$ cat src/kbe_defines.svh
// register offsets, field positions, reset values and host decode constants
// for the keyboard-controller emulation control block; definitions only
`ifndef KBE_DEFINES_SVH
`define KBE_DEFINES_SVH

// firmware-side offsets within the block
`define KBE_OFS_DATA        8'h00
`define KBE_OFS_STATUS      8'h04
`define KBE_OFS_CTRL        8'h08
`define KBE_OFS_AUX         8'h0C
`define KBE_OFS_HOST_FLAG   8'h14
`define KBE_OFS_GATE        8'h18
`define KBE_OFS_PORT_EN     8'h30

// host-side decode
`define KBE_HOST_OFS_DATA   16'h0000
`define KBE_HOST_OFS_CMD    16'h0004
`define KBE_HOST_LEGACY     16'h0092
`define KBE_CFG_DEV_NUM     8'h01
`define KBE_CFG_IDX_PORT_EN 8'h30

// status byte and legacy port field positions
`define KBE_ST_OUT_FULL     0
`define KBE_ST_IN_FULL      1
`define KBE_ST_CD           3
`define KBE_ST_AUX_FULL     5
`define KBE_LEGACY_ALT_GATE 1

// reset values
`define KBE_CTRL_RST        8'h00
`define KBE_BYTE_RST        8'h00

`endif

$ cat src/kbe_pkg.sv
// types shared by the keyboard-controller emulation control block
// assumes nothing beyond a SystemVerilog compiler
package kbe_pkg;

	typedef struct packed {
		logic       aux_hw_set_enable;
		logic       user_bit_high;
		logic       output_irq_enable;
		logic [1:0] user_bits_mid;
		logic       output_flag_source_select;
		logic       software_assist_enable;
		logic       user_bit_low;
	} kbe_ctrl_t;

	typedef struct packed {
		logic       is_aux;
		logic [7:0] data;
	} kbe_entry_t;

	typedef struct packed {
		logic       wr;
		logic       rd;
		logic [7:0] addr;
		logic [7:0] wdata;
	} kbe_fw_req_t;

	typedef struct packed {
		logic        wr;
		logic        rd;
		logic [15:0] addr;
		logic [7:0]  wdata;
	} kbe_host_req_t;

	typedef struct packed {
		logic       wr;
		logic [7:0] logical_device_number;
		logic [7:0] index;
		logic [7:0] wdata;
	} kbe_cfg_req_t;

endpackage : kbe_pkg

$ cat src/kbe_kbc_ctrl.sv
// keyboard-controller emulation control and legacy port enable
// assumes firmware and decoded host cycles arrive as single-cycle strobes on I_CLK_SYS
// Operation
// - aux hardware-set bit makes aux write set flag
// - aux hardware-set off leaves flag to firmware
// - irq enable routes flags to host interrupts
// - source select one uses written host flag
// - source select zero uses output full flag
// - software assist gives firmware the gate
// - otherwise gate follows latest host command or firmware ctrl/aux write
// - aux write clears command flag, sets input full
// - aux data byte is write-only, reads zero
// - host data read returns output byte
// - port enable gates host legacy port writes
// - user control bits are plain storage
// - host config via device one index 30h
// - aux flag set by aux, cleared by data
// - host data read clears full, interrupts firmware
`timescale 1ns/1ps
`include "kbe_defines.svh"
module kbe_kbc_ctrl #(
	parameter logic [15:0] HOST_BASE = 16'h0060
) (
	input  wire logic                   I_CLK_SYS,        // 100 MHz system clock
	input  wire logic                   I_RESET_N,        // system reset, active low
	input  wire logic                   I_PWRGD_CLR,      // power-good reset pulse
	input  wire kbe_pkg::kbe_fw_req_t   I_FW_REQ,         // firmware register access
	output logic [7:0]                  O_FW_RDATA,       // firmware read data
	output logic                        O_FW_RVALID,      // firmware read data valid
	output logic                        O_FW_WR_READY,    // output buffer can take a byte
	input  wire kbe_pkg::kbe_host_req_t I_HOST_REQ,       // decoded host I/O cycle
	input  wire logic                   I_HOST_GATE_VLD,  // host gate command strobe
	input  wire logic                   I_HOST_GATE_VAL,  // host gate command value
	input  wire kbe_pkg::kbe_cfg_req_t  I_CFG_REQ,        // host configuration write
	output logic [7:0]                  O_HOST_RDATA,     // host read data
	output logic                        O_HOST_RVALID,    // host read data valid
	output logic                        O_KBD_IRQ,        // keyboard host interrupt
	output logic                        O_MOUSE_IRQ,      // mouse host interrupt
	output logic                        O_DRAIN_IRQ,      // pulse to firmware on host drain
	output logic                        O_A20_GATE        // address line twenty gate
);
	import kbe_pkg::*;

	typedef struct packed {
		kbe_ctrl_t  ctrl;
		logic [7:0] in_byte;
		logic [7:0] out_byte;
		logic       output_full_flag;
		logic       aux_output_full_flag;
		logic       input_full_flag;
		logic       cmd_flag;
		logic       host_output_flag_value;
		logic       fw_gate;
		logic       gate;
		logic       alt_gate;
		logic       legacy_port_enable_bit;
		logic [7:0] fw_rdata;
		logic       fw_rvalid;
		logic [7:0] host_rdata;
		logic       host_rvalid;
		logic       keyboard_host_irq;
		logic       mouse_host_irq;
		logic       drain_irq;
		logic       a20;
	} kbe_state_t;

	kbe_state_t st_r;
	kbe_state_t st_nxt;
	logic       rst_meta_r;
	logic       rst_n;
	kbe_entry_t push_entry;
	kbe_entry_t head_entry;
	logic       push_valid;
	logic       buf_ready;
	logic       head_valid;
	logic       head_take;
	logic       fw_wr_data;
	logic       fw_wr_aux;
	logic       fw_wr_status;
	logic       fw_wr_ctrl;
	logic       fw_wr_flag;
	logic       fw_rd_aux;
	logic       host_rd_data;
	logic       host_wr_legacy;
	logic       host_output_flag;
	logic [7:0] status_byte;

	// reset asserts at once and releases two edges later
	always_ff @(posedge I_CLK_SYS or negedge I_RESET_N) begin
		if (!I_RESET_N) begin
			rst_meta_r <= 1'b0;
			rst_n      <= 1'b0;
		end else begin
			rst_meta_r <= 1'b1;
			rst_n      <= rst_meta_r;
		end
	end

	assign fw_wr_data     = I_FW_REQ.wr && (I_FW_REQ.addr == `KBE_OFS_DATA) && buf_ready;
	assign fw_wr_aux      = I_FW_REQ.wr && (I_FW_REQ.addr == `KBE_OFS_AUX) && buf_ready;
	assign fw_wr_status   = I_FW_REQ.wr && (I_FW_REQ.addr == `KBE_OFS_STATUS);
	assign fw_wr_ctrl     = I_FW_REQ.wr && (I_FW_REQ.addr == `KBE_OFS_CTRL);
	assign fw_wr_flag     = I_FW_REQ.wr && (I_FW_REQ.addr == `KBE_OFS_HOST_FLAG);
	assign fw_rd_aux      = I_FW_REQ.rd && (I_FW_REQ.addr == `KBE_OFS_AUX);
	assign host_rd_data   = I_HOST_REQ.rd && (I_HOST_REQ.addr == HOST_BASE + `KBE_HOST_OFS_DATA);
	assign host_wr_legacy = I_HOST_REQ.wr && (I_HOST_REQ.addr == `KBE_HOST_LEGACY);

	// bytes headed to the host queue here; once a slow host drain fills it, further firmware writes are dropped
	assign push_valid = fw_wr_data || fw_wr_aux;
	assign push_entry = '{is_aux: fw_wr_aux, data: I_FW_REQ.wdata};
	assign head_take  = head_valid && !st_r.output_full_flag;

	kbe_pair_buf #(
		.W     ($bits(kbe_entry_t)),
		.DEPTH (2),
		.AW    (1)
	) u_out_buf (
		.clk     (I_CLK_SYS),
		.rst_n   (rst_n),
		.i_valid (push_valid),
		.o_ready (buf_ready),
		.i_data  (push_entry),
		.o_valid (head_valid),
		.i_ready (head_take),
		.o_data  (head_entry)
	);

	assign O_FW_WR_READY = buf_ready;

	// select chooses the written flag or the live full flag
	assign host_output_flag = st_r.ctrl.output_flag_source_select ? st_r.host_output_flag_value
	                                                              : st_r.output_full_flag;

	always_comb begin
		status_byte = '0;
		status_byte[`KBE_ST_OUT_FULL] = st_r.output_full_flag;
		status_byte[`KBE_ST_IN_FULL]  = st_r.input_full_flag;
		status_byte[`KBE_ST_CD]       = st_r.cmd_flag;
		status_byte[`KBE_ST_AUX_FULL] = st_r.aux_output_full_flag;
	end

	always_comb begin
		st_nxt           = st_r;
		st_nxt.fw_rvalid = I_FW_REQ.rd;
		st_nxt.fw_rdata  = '0;
		if (I_FW_REQ.rd) begin
			case (I_FW_REQ.addr)
				`KBE_OFS_DATA:      st_nxt.fw_rdata = st_r.in_byte;
				`KBE_OFS_STATUS:    st_nxt.fw_rdata = status_byte;
				`KBE_OFS_CTRL:      st_nxt.fw_rdata = st_r.ctrl;
				`KBE_OFS_AUX:       st_nxt.fw_rdata = '0;
				`KBE_OFS_HOST_FLAG: st_nxt.fw_rdata = {7'h00, st_r.host_output_flag_value};
				`KBE_OFS_GATE:      st_nxt.fw_rdata = {6'h00, st_r.a20, st_r.fw_gate};
				`KBE_OFS_PORT_EN:   st_nxt.fw_rdata = {7'h00, st_r.legacy_port_enable_bit};
				default:            st_nxt.fw_rdata = '0;
			endcase
		end
		// firmware drains the host byte, clearing input full
		if (I_FW_REQ.rd && (I_FW_REQ.addr == `KBE_OFS_DATA)) begin
			st_nxt.input_full_flag = 1'b0;
		end
		if (fw_wr_ctrl) begin
			st_nxt.ctrl = kbe_ctrl_t'(I_FW_REQ.wdata);
		end
		if (fw_wr_flag) begin
			st_nxt.host_output_flag_value = I_FW_REQ.wdata[0];
		end
		if (I_FW_REQ.wr && (I_FW_REQ.addr == `KBE_OFS_GATE)) begin
			st_nxt.fw_gate = I_FW_REQ.wdata[0];
		end
		if (fw_wr_status && !st_r.ctrl.aux_hw_set_enable) begin
			st_nxt.aux_output_full_flag = I_FW_REQ.wdata[`KBE_ST_AUX_FULL];
		end
		if (st_r.ctrl.aux_hw_set_enable) begin
			if (fw_wr_data) begin
				st_nxt.aux_output_full_flag = 1'b0;
			end
			if (fw_wr_aux) begin
				st_nxt.aux_output_full_flag = 1'b1;
			end
		end
		if (fw_wr_aux) begin
			st_nxt.cmd_flag = 1'b0;
		end
		// gate: host command or firmware ctrl or aux write, whichever came last; firmware wins in the same cycle
		if (!st_r.ctrl.software_assist_enable) begin
			if (I_HOST_GATE_VLD) begin
				st_nxt.gate = I_HOST_GATE_VAL;
			end
			if (fw_wr_ctrl || fw_wr_aux) begin
				st_nxt.gate = st_r.fw_gate;
			end
		end

		// host side
		st_nxt.host_rvalid = I_HOST_REQ.rd;
		st_nxt.host_rdata  = '0;
		st_nxt.drain_irq   = 1'b0;
		if (I_HOST_REQ.rd) begin
			if (host_rd_data) begin
				st_nxt.host_rdata = st_r.out_byte;
			end else if (I_HOST_REQ.addr == HOST_BASE + `KBE_HOST_OFS_CMD) begin
				st_nxt.host_rdata = status_byte;
			end
		end
		if (host_rd_data && st_r.output_full_flag) begin
			st_nxt.output_full_flag = 1'b0;
			st_nxt.drain_irq        = 1'b1;
		end
		if (head_take) begin
			st_nxt.out_byte         = head_entry.data;
			st_nxt.output_full_flag = 1'b1;
		end
		if (I_HOST_REQ.wr && (I_HOST_REQ.addr == HOST_BASE + `KBE_HOST_OFS_DATA)) begin
			st_nxt.in_byte  = I_HOST_REQ.wdata;
			st_nxt.cmd_flag = 1'b0;
		end
		if (I_HOST_REQ.wr && (I_HOST_REQ.addr == HOST_BASE + `KBE_HOST_OFS_CMD)) begin
			st_nxt.in_byte  = I_HOST_REQ.wdata;
			st_nxt.cmd_flag = 1'b1;
		end
		// set wins over the firmware drain in the same cycle
		if (fw_wr_aux) begin
			st_nxt.input_full_flag = 1'b1;
		end
		if (I_HOST_REQ.wr && ((I_HOST_REQ.addr == HOST_BASE + `KBE_HOST_OFS_DATA) ||
		                      (I_HOST_REQ.addr == HOST_BASE + `KBE_HOST_OFS_CMD))) begin
			st_nxt.input_full_flag = 1'b1;
		end
		if (host_wr_legacy && st_r.legacy_port_enable_bit) begin
			st_nxt.alt_gate = I_HOST_REQ.wdata[`KBE_LEGACY_ALT_GATE];
		end
		if (I_CFG_REQ.wr && (I_CFG_REQ.logical_device_number == `KBE_CFG_DEV_NUM) &&
		    (I_CFG_REQ.index == `KBE_CFG_IDX_PORT_EN)) begin
			st_nxt.legacy_port_enable_bit = I_CFG_REQ.wdata[0];
		end
		if (I_FW_REQ.wr && (I_FW_REQ.addr == `KBE_OFS_PORT_EN)) begin
			st_nxt.legacy_port_enable_bit = I_FW_REQ.wdata[0];
		end
		if (I_PWRGD_CLR) begin
			st_nxt.legacy_port_enable_bit = 1'b0;
		end

		// outputs, registered; firmware is trusted not to flip the enable while full
		st_nxt.keyboard_host_irq = st_r.ctrl.output_irq_enable && host_output_flag;
		st_nxt.mouse_host_irq    = st_r.ctrl.output_irq_enable && st_r.aux_output_full_flag;
		st_nxt.a20  = (st_r.ctrl.software_assist_enable ? st_r.fw_gate : st_r.gate)
		              || st_r.alt_gate;
	end

	always_ff @(posedge I_CLK_SYS or negedge rst_n) begin
		if (!rst_n) begin
			st_r      <= '0;
			st_r.ctrl <= kbe_ctrl_t'(`KBE_CTRL_RST);
		end else begin
			st_r <= st_nxt;
		end
	end

	assign O_FW_RDATA    = st_r.fw_rdata;
	assign O_FW_RVALID   = st_r.fw_rvalid;
	assign O_HOST_RDATA  = st_r.host_rdata;
	assign O_HOST_RVALID = st_r.host_rvalid;
	assign O_KBD_IRQ     = st_r.keyboard_host_irq;
	assign O_MOUSE_IRQ   = st_r.mouse_host_irq;
	assign O_DRAIN_IRQ   = st_r.drain_irq;
	assign O_A20_GATE    = st_r.a20;

	property p_aux_hw_set;
		@(posedge I_CLK_SYS) disable iff (!rst_n)
			fw_wr_aux && st_r.ctrl.aux_hw_set_enable |=> st_r.aux_output_full_flag;
	endproperty
	a_aux_hw_set: assert property (p_aux_hw_set) else $error("aux flag not set by aux write");

	property p_aux_untouched;
		@(posedge I_CLK_SYS) disable iff (!rst_n)
			!st_r.ctrl.aux_hw_set_enable && !fw_wr_status |=> $stable(st_r.aux_output_full_flag);
	endproperty
	a_aux_untouched: assert property (p_aux_untouched) else $error("aux flag moved by hardware");

	property p_irq_low;
		@(posedge I_CLK_SYS) disable iff (!rst_n)
			!st_r.ctrl.output_irq_enable |=> !O_KBD_IRQ && !O_MOUSE_IRQ;
	endproperty
	a_irq_low: assert property (p_irq_low) else $error("host irq high while disabled");

	property p_flag_written;
		@(posedge I_CLK_SYS) disable iff (!rst_n)
			fw_wr_flag && st_r.ctrl.output_flag_source_select && !fw_wr_ctrl
			|=> host_output_flag == $past(I_FW_REQ.wdata[0]);
	endproperty
	a_flag_written: assert property (p_flag_written) else $error("host flag not the written value");

	property p_fw_gate;
		@(posedge I_CLK_SYS) disable iff (!rst_n)
			st_r.ctrl.software_assist_enable && !st_r.alt_gate |=> O_A20_GATE == $past(st_r.fw_gate);
	endproperty
	a_fw_gate: assert property (p_fw_gate) else $error("gate not under firmware");

	property p_host_gate;
		@(posedge I_CLK_SYS) disable iff (!rst_n)
			I_HOST_GATE_VLD && !st_r.ctrl.software_assist_enable && !fw_wr_ctrl && !fw_wr_aux
			|=> st_r.gate == $past(I_HOST_GATE_VAL);
	endproperty
	a_host_gate: assert property (p_host_gate) else $error("host gate command lost");

	property p_aux_status;
		@(posedge I_CLK_SYS) disable iff (!rst_n)
			fw_wr_aux |=> st_r.input_full_flag && !st_r.cmd_flag;
	endproperty
	a_aux_status: assert property (p_aux_status) else $error("aux write status wrong");

	property p_aux_reads_zero;
		@(posedge I_CLK_SYS) disable iff (!rst_n)
			fw_rd_aux |=> O_FW_RVALID && (O_FW_RDATA == 8'h00);
	endproperty
	a_aux_reads_zero: assert property (p_aux_reads_zero) else $error("aux byte readable");

	property p_host_data;
		@(posedge I_CLK_SYS) disable iff (!rst_n)
			host_rd_data |=> O_HOST_RVALID && (O_HOST_RDATA == $past(st_r.out_byte));
	endproperty
	a_host_data: assert property (p_host_data) else $error("host read wrong byte");

	property p_legacy_ignored;
		@(posedge I_CLK_SYS) disable iff (!rst_n)
			host_wr_legacy && !st_r.legacy_port_enable_bit |=> $stable(st_r.alt_gate);
	endproperty
	a_legacy_ignored: assert property (p_legacy_ignored) else $error("disabled legacy write taken");

	property p_drain;
		@(posedge I_CLK_SYS) disable iff (!rst_n)
			host_rd_data && st_r.output_full_flag && !head_take |=> !st_r.output_full_flag && O_DRAIN_IRQ ##1 !O_DRAIN_IRQ;
	endproperty
	a_drain: assert property (p_drain) else $error("host drain did not clear full");

	property p_pwrgd;
		@(posedge I_CLK_SYS) disable iff (!rst_n)
			I_PWRGD_CLR |=> !st_r.legacy_port_enable_bit;
	endproperty
	a_pwrgd: assert property (p_pwrgd) else $error("enable survived power-good reset");

endmodule : kbe_kbc_ctrl

$ cat src/kbe_pair_buf.sv
// small ring buffer with valid/ready on both sides
// assumes one clock and a reset already synchronised by the parent
`timescale 1ns/1ps
module kbe_pair_buf #(
	parameter int W     = 9,
	parameter int DEPTH = 2,
	parameter int AW    = 1
) (
	input  wire logic         clk,       // system clock
	input  wire logic         rst_n,     // synchronised reset, active low
	input  wire logic         i_valid,   // fill side offers a word
	output logic              o_ready,   // fill side may push
	input  wire logic [W-1:0] i_data,    // word pushed
	output logic              o_valid,   // drain side has a word
	input  wire logic         i_ready,   // drain side takes the word
	output logic [W-1:0]      o_data     // word at the head
);
	localparam logic [AW:0] FULL_CNT = (AW+1)'(DEPTH);
	localparam logic [AW-1:0] LAST = AW'(DEPTH - 1);

	typedef struct packed {
		logic [DEPTH-1:0][W-1:0] mem;
		logic [AW-1:0]           wp;
		logic [AW-1:0]           rp;
		logic [AW:0]             cnt;
		logic                    ready;
	} kbe_buf_state_t;

	kbe_buf_state_t st_r;
	kbe_buf_state_t st_nxt;
	logic           push;
	logic           pop;

	assign o_valid = (st_r.cnt != '0);
	assign o_data  = st_r.mem[st_r.rp];
	assign o_ready = st_r.ready;

	always_comb begin
		st_nxt = st_r;
		push   = i_valid && st_r.ready;
		pop    = o_valid && i_ready;
		if (push) begin
			st_nxt.mem[st_r.wp] = i_data;
			st_nxt.wp = (st_r.wp == LAST) ? '0 : st_r.wp + AW'(1);
		end
		if (pop) begin
			st_nxt.rp = (st_r.rp == LAST) ? '0 : st_r.rp + AW'(1);
		end
		if (push && !pop) begin
			st_nxt.cnt = st_r.cnt + (AW+1)'(1);
		end else if (pop && !push) begin
			st_nxt.cnt = st_r.cnt - (AW+1)'(1);
		end
		// ready is registered so the parent sees a flop, decided from the next count
		st_nxt.ready = (st_nxt.cnt != FULL_CNT);
	end

	always_ff @(posedge clk or negedge rst_n) begin
		if (!rst_n) begin
			st_r <= '{mem: '0, wp: '0, rp: '0, cnt: '0, ready: 1'b1};
		end else begin
			st_r <= st_nxt;
		end
	end

	property p_never_over;
		@(posedge clk) disable iff (!rst_n) st_r.cnt <= FULL_CNT;
	endproperty
	a_never_over: assert property (p_never_over) else $error("buffer count above depth");

	property p_full_stalls;
		@(posedge clk) disable iff (!rst_n) (st_r.cnt == FULL_CNT) |-> !o_ready;
	endproperty
	a_full_stalls: assert property (p_full_stalls) else $error("ready high while full");

endmodule : kbe_pair_buf

$ cat config.mk
export PLATFORM = sky130hd
export DESIGN_NAME = kbe_kbc_ctrl
export DESIGN_NICKNAME = d
export VERILOG_FILES = /design/src/kbe_pkg.sv /design/src/kbe_kbc_ctrl.sv /design/src/kbe_pair_buf.sv
export VERILOG_INCLUDE_DIRS = /design/src
export SDC_FILE = /design/constraint.sdc
export NUM_CORES = 1
export LEC_CHECK = 0
export BUFFER_PORTS_ARGS = -buffer_cell sky130_fd_sc_hd__buf_2
export CORE_MARGIN = 10
export CORE_UTILIZATION = 45
export CTS_CLUSTER_SIZE = 12
export DETAILED_ROUTE_END_ITERATION = 16
export PLACE_DENSITY = 0.7
export REMOVE_ABC_BUFFERS = 1
export SLEW_MARGIN = 20
export SYNTH_ARGS = -nofsm -noshare
export SYNTH_HDL_FRONTEND = slang
export SYNTH_SLANG_ARGS = --single-unit
$ cat constraint.sdc
create_clock -name I_CLK_SYS -period 4.4 [get_ports I_CLK_SYS]
set_clock_uncertainty 0.05 [all_clocks]
set_input_delay 0.22 -clock I_CLK_SYS [delete_from_list [all_inputs] [get_ports I_CLK_SYS]]
set_output_delay 0.22 -clock I_CLK_SYS [all_outputs]
set_load 0.005 [all_outputs]
==> metrics.txt, run 1 <==
outcome=finished, final reports clean; Area contributors post-synth=dfrtp_1, mux2_2, mux2i_1; Post-synth top flop=dfrtp_1; CP startpoint kind=input pin; WL/cell=between 15 and 20 um; layout cells sized above 1=39.7%; Post-route DRC=0; Seq/Total Area, Yosys=54.8%; Leak=~2.1 nW; cell taking the most area after synthesis=dfrtp_1; WL final=roughly 8.2 mm; Req. time, crit path=4.58 ns; Layout Nets=~460; Post-synth top cells=dfrtp_1, mux2_2, nor2_1; CTS Root Cell=clkbuf_8; Syn Inst Count=about 300; ANT nets after route=0; Worst-path clk slew=roughly 0.080 ns; Yosys reg bits=78; setup ws final=between 2 and 2.5 ns; io pins=between 90 and 100; top-count cell post-synth=dfrtp_1; Avg Cell Area, Syn=11.7 um^2; Hold Vio Cnt, Final=0; peak supply drop=179 uV; DR vias/cell=~5; DPL Wire Length=roughly 6.3 mm; Place WS=between 1.5 and 2 ns; DRT Pass-1 Iters=5; via count=approximately 2500; vias in the first global route=between 2000 and 2500; DR iter-0 viols=~180; Hold WS=about 0.042 ns; first-pass GRT wire length=between 10 and 15 mm; Period Utilization, post-route=roughly half; CP arrival=~2.5 ns; RSZ-0062 raised after global routing=false; Die ar.=11900 um^2; Synth warnings=0; fillcell total=a little under 700; Slew Limit Fails=0; PwrDens=~360 nW/um^2; setup TNS=0 ns; dpl cells=469; Die X=between 100 and 150 um; Hold WC Path Type=in -> reg; H-Tree Depth=3; Fmax=roughly 0.44 GHz; CTS tree=yes; port buffer count=89; Max FO, Critical Path=9; Async S/R FF share, synth=100%; top-area cell type share of the netlist area=a little over half; core region area=approximately 7700 um^2; initial antenna violation count=0; Post-synth EDFFs=0; total track usage=between 10% and 20%; Worst Max-Slew Pin Slew=around 0.77 ns; critical path type=in -> reg; Distinct cells, synth=50; Final setup viols=0; clk_lat worst skew=0.35 ns; CTS buffer count=9; Placer Congestion=0.816; grt ovf=0; fin crit period=2.28 ns; Area growth syn-to-layout=18.9%; clk sink count=around 80; Slew headroom=slightly below 50%; Core Rows=32; Initial Util=between 40% and 50%; die height=around 110 um; largest net degree at the start of global routing=42; Worst setup EP type=register; CTS max path bufs=2; ant diodes=0; fin cells=487; max cap viols=0; Cell Area, Synth=~3600 um^2
==> layout make-up <==
type,instances,area (um^2),share of cell area (%)
Inverter,6,22.5,0.532
Tap cell,102,128,3.01
Timing Repair Buffer,93,483,11.4
Sequential cell,78,1950,46.1
Clock inverter,6,109,2.57
Clock buffer,9,124,2.92
Multi-Input combinational cell,193,1420,33.4
==> stage by stage <==
stage / utilization [%] / area [um^2] / total power [mW]
finish: 54.8 / 4240 / 1.51
global route: 54.8 / 4240 / 1.58
detailed placement: 51.4 / 3970 / 0.896
floorplan: - / 3390 / 0.833
global placement: 51.4 / 3970 / 0.890
CTS: 54.8 / 4240 / 1.53
==> final timing paths <==
path,from,endpoint,slack (ns),cells past startpoint
worst max-delay path,I_FW_REQ[12],u_out_buf.st_r[9],2.12,5
worst min-delay path,I_FW_REQ[16],O_FW_RVALID,0.04,1
worst max register to register,u_out_buf.o_ready,st_r[24],2.31,5
worst min register to register,rst_n,st_r[25],0.29,0
max in group asynchronous,rst_n,u_out_buf.st_r[9],3.01,1
min in group asynchronous,I_RESET_N,rst_n,0.12,2
==> cells by family after synthesis <==
group                      synth area share [%]
AOI/OAI and AO/OA                          6.29
buffers and inverters                      5.41
and+or+nand+nor                            15.0
DFF                                        54.8
xor gates and xnor gates                  0.984
muxes                                      17.0
other                                     0.105
adders and majority gates                 0.351
==> sequential cells by signal (all words and copies together), names as in the netlist <==
name and count:
rst_meta_r 1, O_DRAIN_IRQ 1, st_r 33, rst_n 1, O_HOST_RVALID 1, u_out_buf.st_r 20
O_A20_GATE 1, O_FW_RDATA 8, O_KBD_IRQ 1, u_out_buf.o_ready 1, O_MOUSE_IRQ 1, O_HOST_RDATA 8
O_FW_RVALID 1
==> repair_timing <==
item,in CTS,in global routing
endpoints found under the setup margin,0,0
endpoints found under the hold margin,4,0
buffers inserted,0,0
resized for setup,0,0
hold buffers,3,0
==> critical path, stage by stage <==
cell and delay (ns):
buf_2 0.13, or4_1 0.73, nor4_4 0.53, and2b_1 0.46, mux2_2 0.39
==> metal layers <==
| layer | up-vias | track usage (%) | wire (um) |
|---|---|---|---|
| met5 | - | 0 | 0 |
| met1 | 1195 | 16.8 | 3340 |
| met4 | 0 | 4.05 | 75 |
| li1 | 1208 | - | - |
| met3 | 7 | 5.01 | 527 |
| met2 | 68 | 23.7 | 4230 |
==> placed cells by master, fill, tap and decap left out, types with 4 or more instances in the layout <==
cell,Yosys,layout
nand3_1,9,9
o21ai_0,12,12
mux2i_1,19,19
dfrtp_1,77,76
nor2_1,23,23
nor2b_1,7,7
and2_1,7,7
clkbuf_8,0,9
a22oi_1,5,5
inv_1,6,6
a21oi_1,5,5
buf_2,1,89
nand2_1,20,20
mux2_2,37,37
or2_2,4,4
==> power by group <==
| group | leakage (nW) | total (mW) | switching [mW] | internal, mW |
|---|---|---|---|---|
| sequential | 1.06 | 0.765 | 0.0231 | 0.742 |
| clock | 0.119 | 0.624 | 0.251 | 0.373 |
| combinational | 0.925 | 0.118 | 0.0583 | 0.0599 |
| total | 2.10 | 1.51 | 0.332 | 1.17 |
No activity file was read; power rests on OpenSTA's default activity.
==> run 2: changes to the inputs <==
==> constraint.sdc (replaced) <==
create_clock -name I_CLK_SYS -period 2.3 [get_ports I_CLK_SYS]
set_clock_uncertainty 0.05 [all_clocks]
set_input_delay 0.115 -clock I_CLK_SYS [delete_from_list [all_inputs] [get_ports I_CLK_SYS]]
set_output_delay 0.115 -clock I_CLK_SYS [all_outputs]
set_load 0.005 [all_outputs]
==> run 2 against run 1 <==
  * Worst hold slack got worse by 0.012 ns
  * Setup slack got worse by 1.9 ns
  * Clock power increased by 63%
  * Via count increased by 4.1%
  * Cell count increased by 5.1%
  * First-iteration DRC count decreased by 4.4%
  * Critical path type is now reg -> reg
  * Largest cell class unchanged
  * Highest routed layer unchanged
==> metrics.txt, run 2 (synthesis gave the netlist of run 1 again) <==
outcome=finished, final reports clean; die height=roughly 110 um; Hold WC Path Type=in -> async; clk_lat worst skew=roughly 0.35 ns; most common cell after layout, fill and taps aside=buf_2; DR iter-0 viols=between 150 and 200; Final setup viols=0; Worst-path clk slew=around 0.080 ns; port buffer count=between 80 and 90; first-pass GRT wire length=roughly 13 mm; fillcell total=roughly 650; Multi-input gate area=roughly 1400 um^2; core region area=7730 um^2; io pins=97; Worst Max-Slew Pin Slew=0.515 ns; dpl cells=around 480; Sw Pwr=roughly 0.67 mW; ant diodes=0; ANT nets after route=0; buffer and inverter count on the worst path=0; Internal=a little over 2 mW; WL/cell=16.2 um; RSZ-0062 raised after global routing=false; Largest regs=st_r x33, u_out_buf.st_r x20; CTS Root Cell=clkbuf_8; combinational share of power=a little under a tenth; critical path type=reg -> reg; Die X=roughly 110 um; slowest CP cell=dfstp_2; total track usage=~14%; H-Tree Depth=3; sequential share of power=between 50 and 60%; vias in the first global route=2718; via count=approximately 2600; PwrDens=614 nW/um^2; Hold Vio Cnt, Final=0; Worst setup EP type=register; post-CTS sizing=0; Fmax=between 0.4 and 0.5 GHz; Die ar.=approximately 12000 um^2; CP Cell Sequence=nand2_1 > or3_1 > or2_2 > a31oi_1 > mux2_2; Core Rows=32; layout cells sized above 1=about two fifths; DR vias/cell=approximately 5.0; total placed instance area=slightly above 4000 um^2; register area=between 1500 and 2000 um^2; CTS tree=yes; CP startpoint kind=register; max cap viols=0; largest net degree at the start of global routing=77; Placer Congestion=between 0.7 and 0.8; CTS buffer count=9; initial antenna violation count=0; Max FO, Critical Path=3; grt ovf=0; Most flops, register=st_r; setup TNS=0 ns; Final Core Density=between 50% and 60%; DPL Wire Length=6.23 mm; fin area=between 4000 and 5000 um^2; Top delay family on crit path=simple AND/OR/NAND/NOR gates; Slew headroom=around two thirds; DRT Pass-1 Iters=4; fin crit period=2.09 ns; power share of the clock group=roughly 37%; WL final=8.27 mm; clk sink count=between 70 and 80; fin cells=approximately 510; Layout Nets=480; Area growth syn-to-layout=24.8%; Slew Limit Fails=0; Req. time, crit path=around 2.5 ns; Post-route DRC=0; CP peak stage delay=~0.56 ns; peak supply drop=between 400 and 500 uV; Period Utilization, post-route=91.0%; Leak=around 2.2 nW; max reg flops=33; sw frac=approximately 24%; CP arrival=2.27 ns; most frequent cells in the layout=buf_2, dfrtp_1, mux2_2, nor2_1, nand2_1; Pwr Total=2.73 mW; CTS max path bufs=2; Initial Util=between 40% and 50%
==> run 2: changes by cell type in the layout (fill, tap and decap cells not counted) <==
cell,delta
dlygate4sd3_1,+15
buf_12,+2
clkinv_2,-2
bufinv_16,-2
clkinvlp_4,+3
inv_6,+1
clkbuf_1,+1
buf_4,+7
==> run 2: routing by layer <==
layer,vias up,global-route usage (%),routed length (um)
met5,-,0,0
met4,0,4.99,103
met3,6,4.37,469
met2,56,24.0,4200
met1,1264,16.8,3500
li1,1253,-,-
==> run 2: final cells by class <==
type | count | area share (%)
Clock buffer | 10 | 2.87
Clock inverter | 6 | 1.58
Inverter | 6 | 0.507
Multi-Input combinational cell | 193 | 31.9
Sequential cell | 78 | 44.0
Tap cell | 102 | 2.87
Timing Repair Buffer | 117 | 16.3
==> run 2: path summary, 6_finish.rpt <==
path                              startpoint            endpoint  slack (ns)  depth (start not counted)
setup / recovery           u_out_buf.o_ready            st_r[24]        0.21                          5
hold / removal                     I_RESET_N               rst_n        0.03                          2
setup reg to reg           u_out_buf.o_ready            st_r[24]        0.21                          5
hold reg to reg                        rst_n            st_r[22]        0.22                          1
max in group asynchronous              rst_n            st_r[37]        1.64                          1
min in group I_CLK_SYS           I_FW_REQ[5]  u_out_buf.st_r[10]        0.03                          2
==> run 2: per-stage QoR <==
stage	worst slack, ns	hold WS (ns)
4_1_cts	0.208	0.00550
6_report	0.208	0.0302
5_1_grt	0.117	0.0191
3_3_place_gp	0.148	-0.150
2_1_floorplan	-0.0814	-0.231
3_5_place_dp	0.122	-0.149
==> run 2: timing repair <==
| item | in CTS | in global routing |
|---|---|---|
| hold buffers | 18 | 0 |
| hold endpoints to repair | 32 | 0 |
| buffers inserted | 0 | 0 |
==> run 2: worst reg2reg max path, cell delays in order, from the launching register on <==
cell,delay [ns]
dfstp_2,0.56
nand2_1,0.10
or3_1,0.40
or2_2,0.33
a31oi_1,0.20
mux2_2,0.35
==> run 2: power groups by stage <==
stage	logic, mW	clock network [mW]	registers, mW
3_5_place_dp	0.241	0	1.48
5_1_grt	0.293	1.11	1.46
2_1_floorplan	0.105	0	1.49
4_1_cts	0.266	1.05	1.45
6_report	0.262	1.02	1.45
3_3_place_gp	0.233	0	1.48
==> run 3: changes to the inputs <==
--- a/config.mk
+++ b/config.mk
@@ -8,11 +8,10 @@
 export LEC_CHECK = 0
 export BUFFER_PORTS_ARGS = -buffer_cell sky130_fd_sc_hd__buf_2
 export CORE_MARGIN = 10
-export CORE_UTILIZATION = 45
+export CORE_UTILIZATION = 49
 export CTS_CLUSTER_SIZE = 12
 export DETAILED_ROUTE_END_ITERATION = 16
-export PLACE_DENSITY = 0.7
-export REMOVE_ABC_BUFFERS = 1
+export PLACE_DENSITY = 0.75
 export SLEW_MARGIN = 20
 export SYNTH_ARGS = -nofsm -noshare
 export SYNTH_HDL_FRONTEND = slang
==> run 3 against run 2 <==
  * Core utilization rose by 4.3 points
  * Global-route usage rose by 1.4 points
  * Die area fell by 6.7%
  * Worst hold slack got worse by 0.018 ns
  * Largest power group unchanged
  * Critical path depth did not move
  * Clock power barely moved
  * Register-to-register slack improved by 0.02 ns
  * First-iteration DRC count fell by 15%
  * Highest routed layer unchanged
  * Sequential cell count did not move
==> metrics.txt, run 3 (synthesis gave the netlist of run 1 again) <==
CP arrival=approximately 2.3 ns; Most flops, register=st_r; Die X=105 um; WL/cell=between 15 and 20 um; via count=2598; grt ovf=0; Post-CTS Setup Bufs=0; CTS buffer count=9; Core Rows=31; Worst Max-Slew Pin Slew=around 0.74 ns; largest net degree at the start of global routing=34; Hold Vio Cnt, Final=0; die height=between 100 and 150 um; Area growth syn-to-layout=24.5%; RSZ-0062 raised after global routing=false; DPL Wire Length=between 6 and 7 mm; Hold Path Stages=2; Hold WC Path Type=in -> reg; post-CTS sizing=0; core region area=7180 um^2; Slew headroom=approximately half; vias in the first global route=2718; R2R Path End=st_r[24]; max reg flops=33; total track usage=between 10% and 20%; Largest regs=st_r x33, u_out_buf.st_r x20; layout cells sized above 1=between 30% and 40%; CTS Root Cell=clkbuf_8; Place WS=0.165 ns; fin crit period=2.08 ns; Worst Min Path Start=I_FW_REQ[6]; peak supply drop=roughly 260 uV; Period Utilization, post-route=between 90% and 100%; max cap viols=0; Pwr Total=between 2 and 3 mW; critical path type=reg -> reg; ant diodes=0; Reg2Reg Setup Slack=0.22 ns; DR vias/cell=approximately 5; Fmax=0.482 GHz; most common cell after layout, fill and taps aside=buf_2; Post-route DRC=0; initial antenna violation count=0; clk_lat worst skew=0.35 ns; Final Core Density=between 60% and 70%; Worst setup EP type=register; CP startpoint kind=register; most frequent cells in the layout=buf_2, dfrtp_1, mux2_2, nor2_1, nand2_1; clk sink count=78; CTS tree=yes; Worst Hold Path EP=u_out_buf.st_r[11]; CTS max path bufs=2; ANT nets after route=0; Die ar.=approximately 11000 um^2; Layout Nets=between 400 and 500; Slew Limit Fails=0; setup ws final=0.224 ns; port buffer count=~90; H-Tree Depth=3; Final setup viols=0; PwrDens=approximately 600 nW/um^2; Req. time, crit path=2.48 ns; reg2reg path depth=5; io pins=97; syn_nets=about 380; Initial Util=49.6%; outcome=finished, final reports clean; Leak=between 2 and 2.5 nW; DR iter-0 viols=roughly 150; setup TNS=0 ns; WL final=~8.6 mm; DRT Pass-1 Iters=5; Worst-path clk slew=0.08 ns; Max FO, Critical Path=3; first-pass GRT wire length=~14 mm; r2r startpoint=u_out_buf.o_ready; Placer Congestion=around 0.9
-- run 3: cell count changes in the layout (fill, tap and decap cells not counted), sizes merged --
cell	change
clkinvlp	-3
inv	-1
buf	+3
dlygate4sd3	-2
clkinv	+3
clkbuf	+1
-- run 3: metal layers --
metal  share of wire [%]  vias to the layer above  global-route usage, %
met4                 1.3                        0                   5.59
met5                   0                        -                      0
met2                  52                       78                   26.1
met3                 7.1                        9                   4.57
met1                  40                     1256                   18.7
li1                    -                     1255                      -
-- run 3: worst max path at each step --
stage / cells past startpoint / end / from / slack, ns
finish: 5 / st_r[24] / u_out_buf.o_ready / 0.22
global placement: 6 / u_out_buf.st_r[12] / I_FW_REQ[12] / 0.19
CTS: 5 / st_r[24] / u_out_buf.o_ready / 0.21
detailed placement: 6 / u_out_buf.st_r[21] / I_FW_REQ[12] / 0.16
floorplan: 6 / u_out_buf.st_r[10] / I_FW_REQ[12] / 0.30
global route: 5 / st_r[24] / u_out_buf.o_ready / 0.12
-- run 3: worst max-delay path: stages (launching register included) --
cell     delay, ns
dfstp_2       0.55
nand2_1       0.10
or3_1         0.40
or2_2         0.33
a31oi_1       0.19
mux2_2        0.35
-- run 3: timing repair --
action,in CTS,in global routing
hold buffers,16,0
hold endpoints to repair,25,0
setup endpoints to repair,0,0
-- run 3: where the power goes --
| group | internal (mW) | switching, mW |
|---|---|---|
| sequential | 1.42 | 0.0428 |
| clock | 0.505 | 0.503 |
| combinational | 0.135 | 0.119 |
| total | 2.06 | 0.665 |
-- run 3: final cells by class --
class | count | area, um^2
Sequential cell | 78 | 1950
Clock inverter | 5 | 57.6
Multi-Input combinational cell | 193 | 1420
Fill cell | 601 | 2740
Tap cell | 99 | 124
Clock buffer | 11 | 131
Inverter | 6 | 22.5
Timing Repair Buffer | 118 | 728
-- run 3: through the flow --
| stage | cells | instance area (um^2) | hold slack [ns] |
|---|---|---|---|
| 4_1_cts | 510 | 4430 | 0.00367 |
| 6_report | 510 | 4430 | 0.0120 |
| 3_5_place_dp | 478 | 4090 | -0.148 |
| 3_3_place_gp | 478 | 4090 | -0.151 |
| 5_1_grt | 510 | 4430 | 0.00687 |
| 2_1_floorplan | 304 | 3560 | -0.231 |
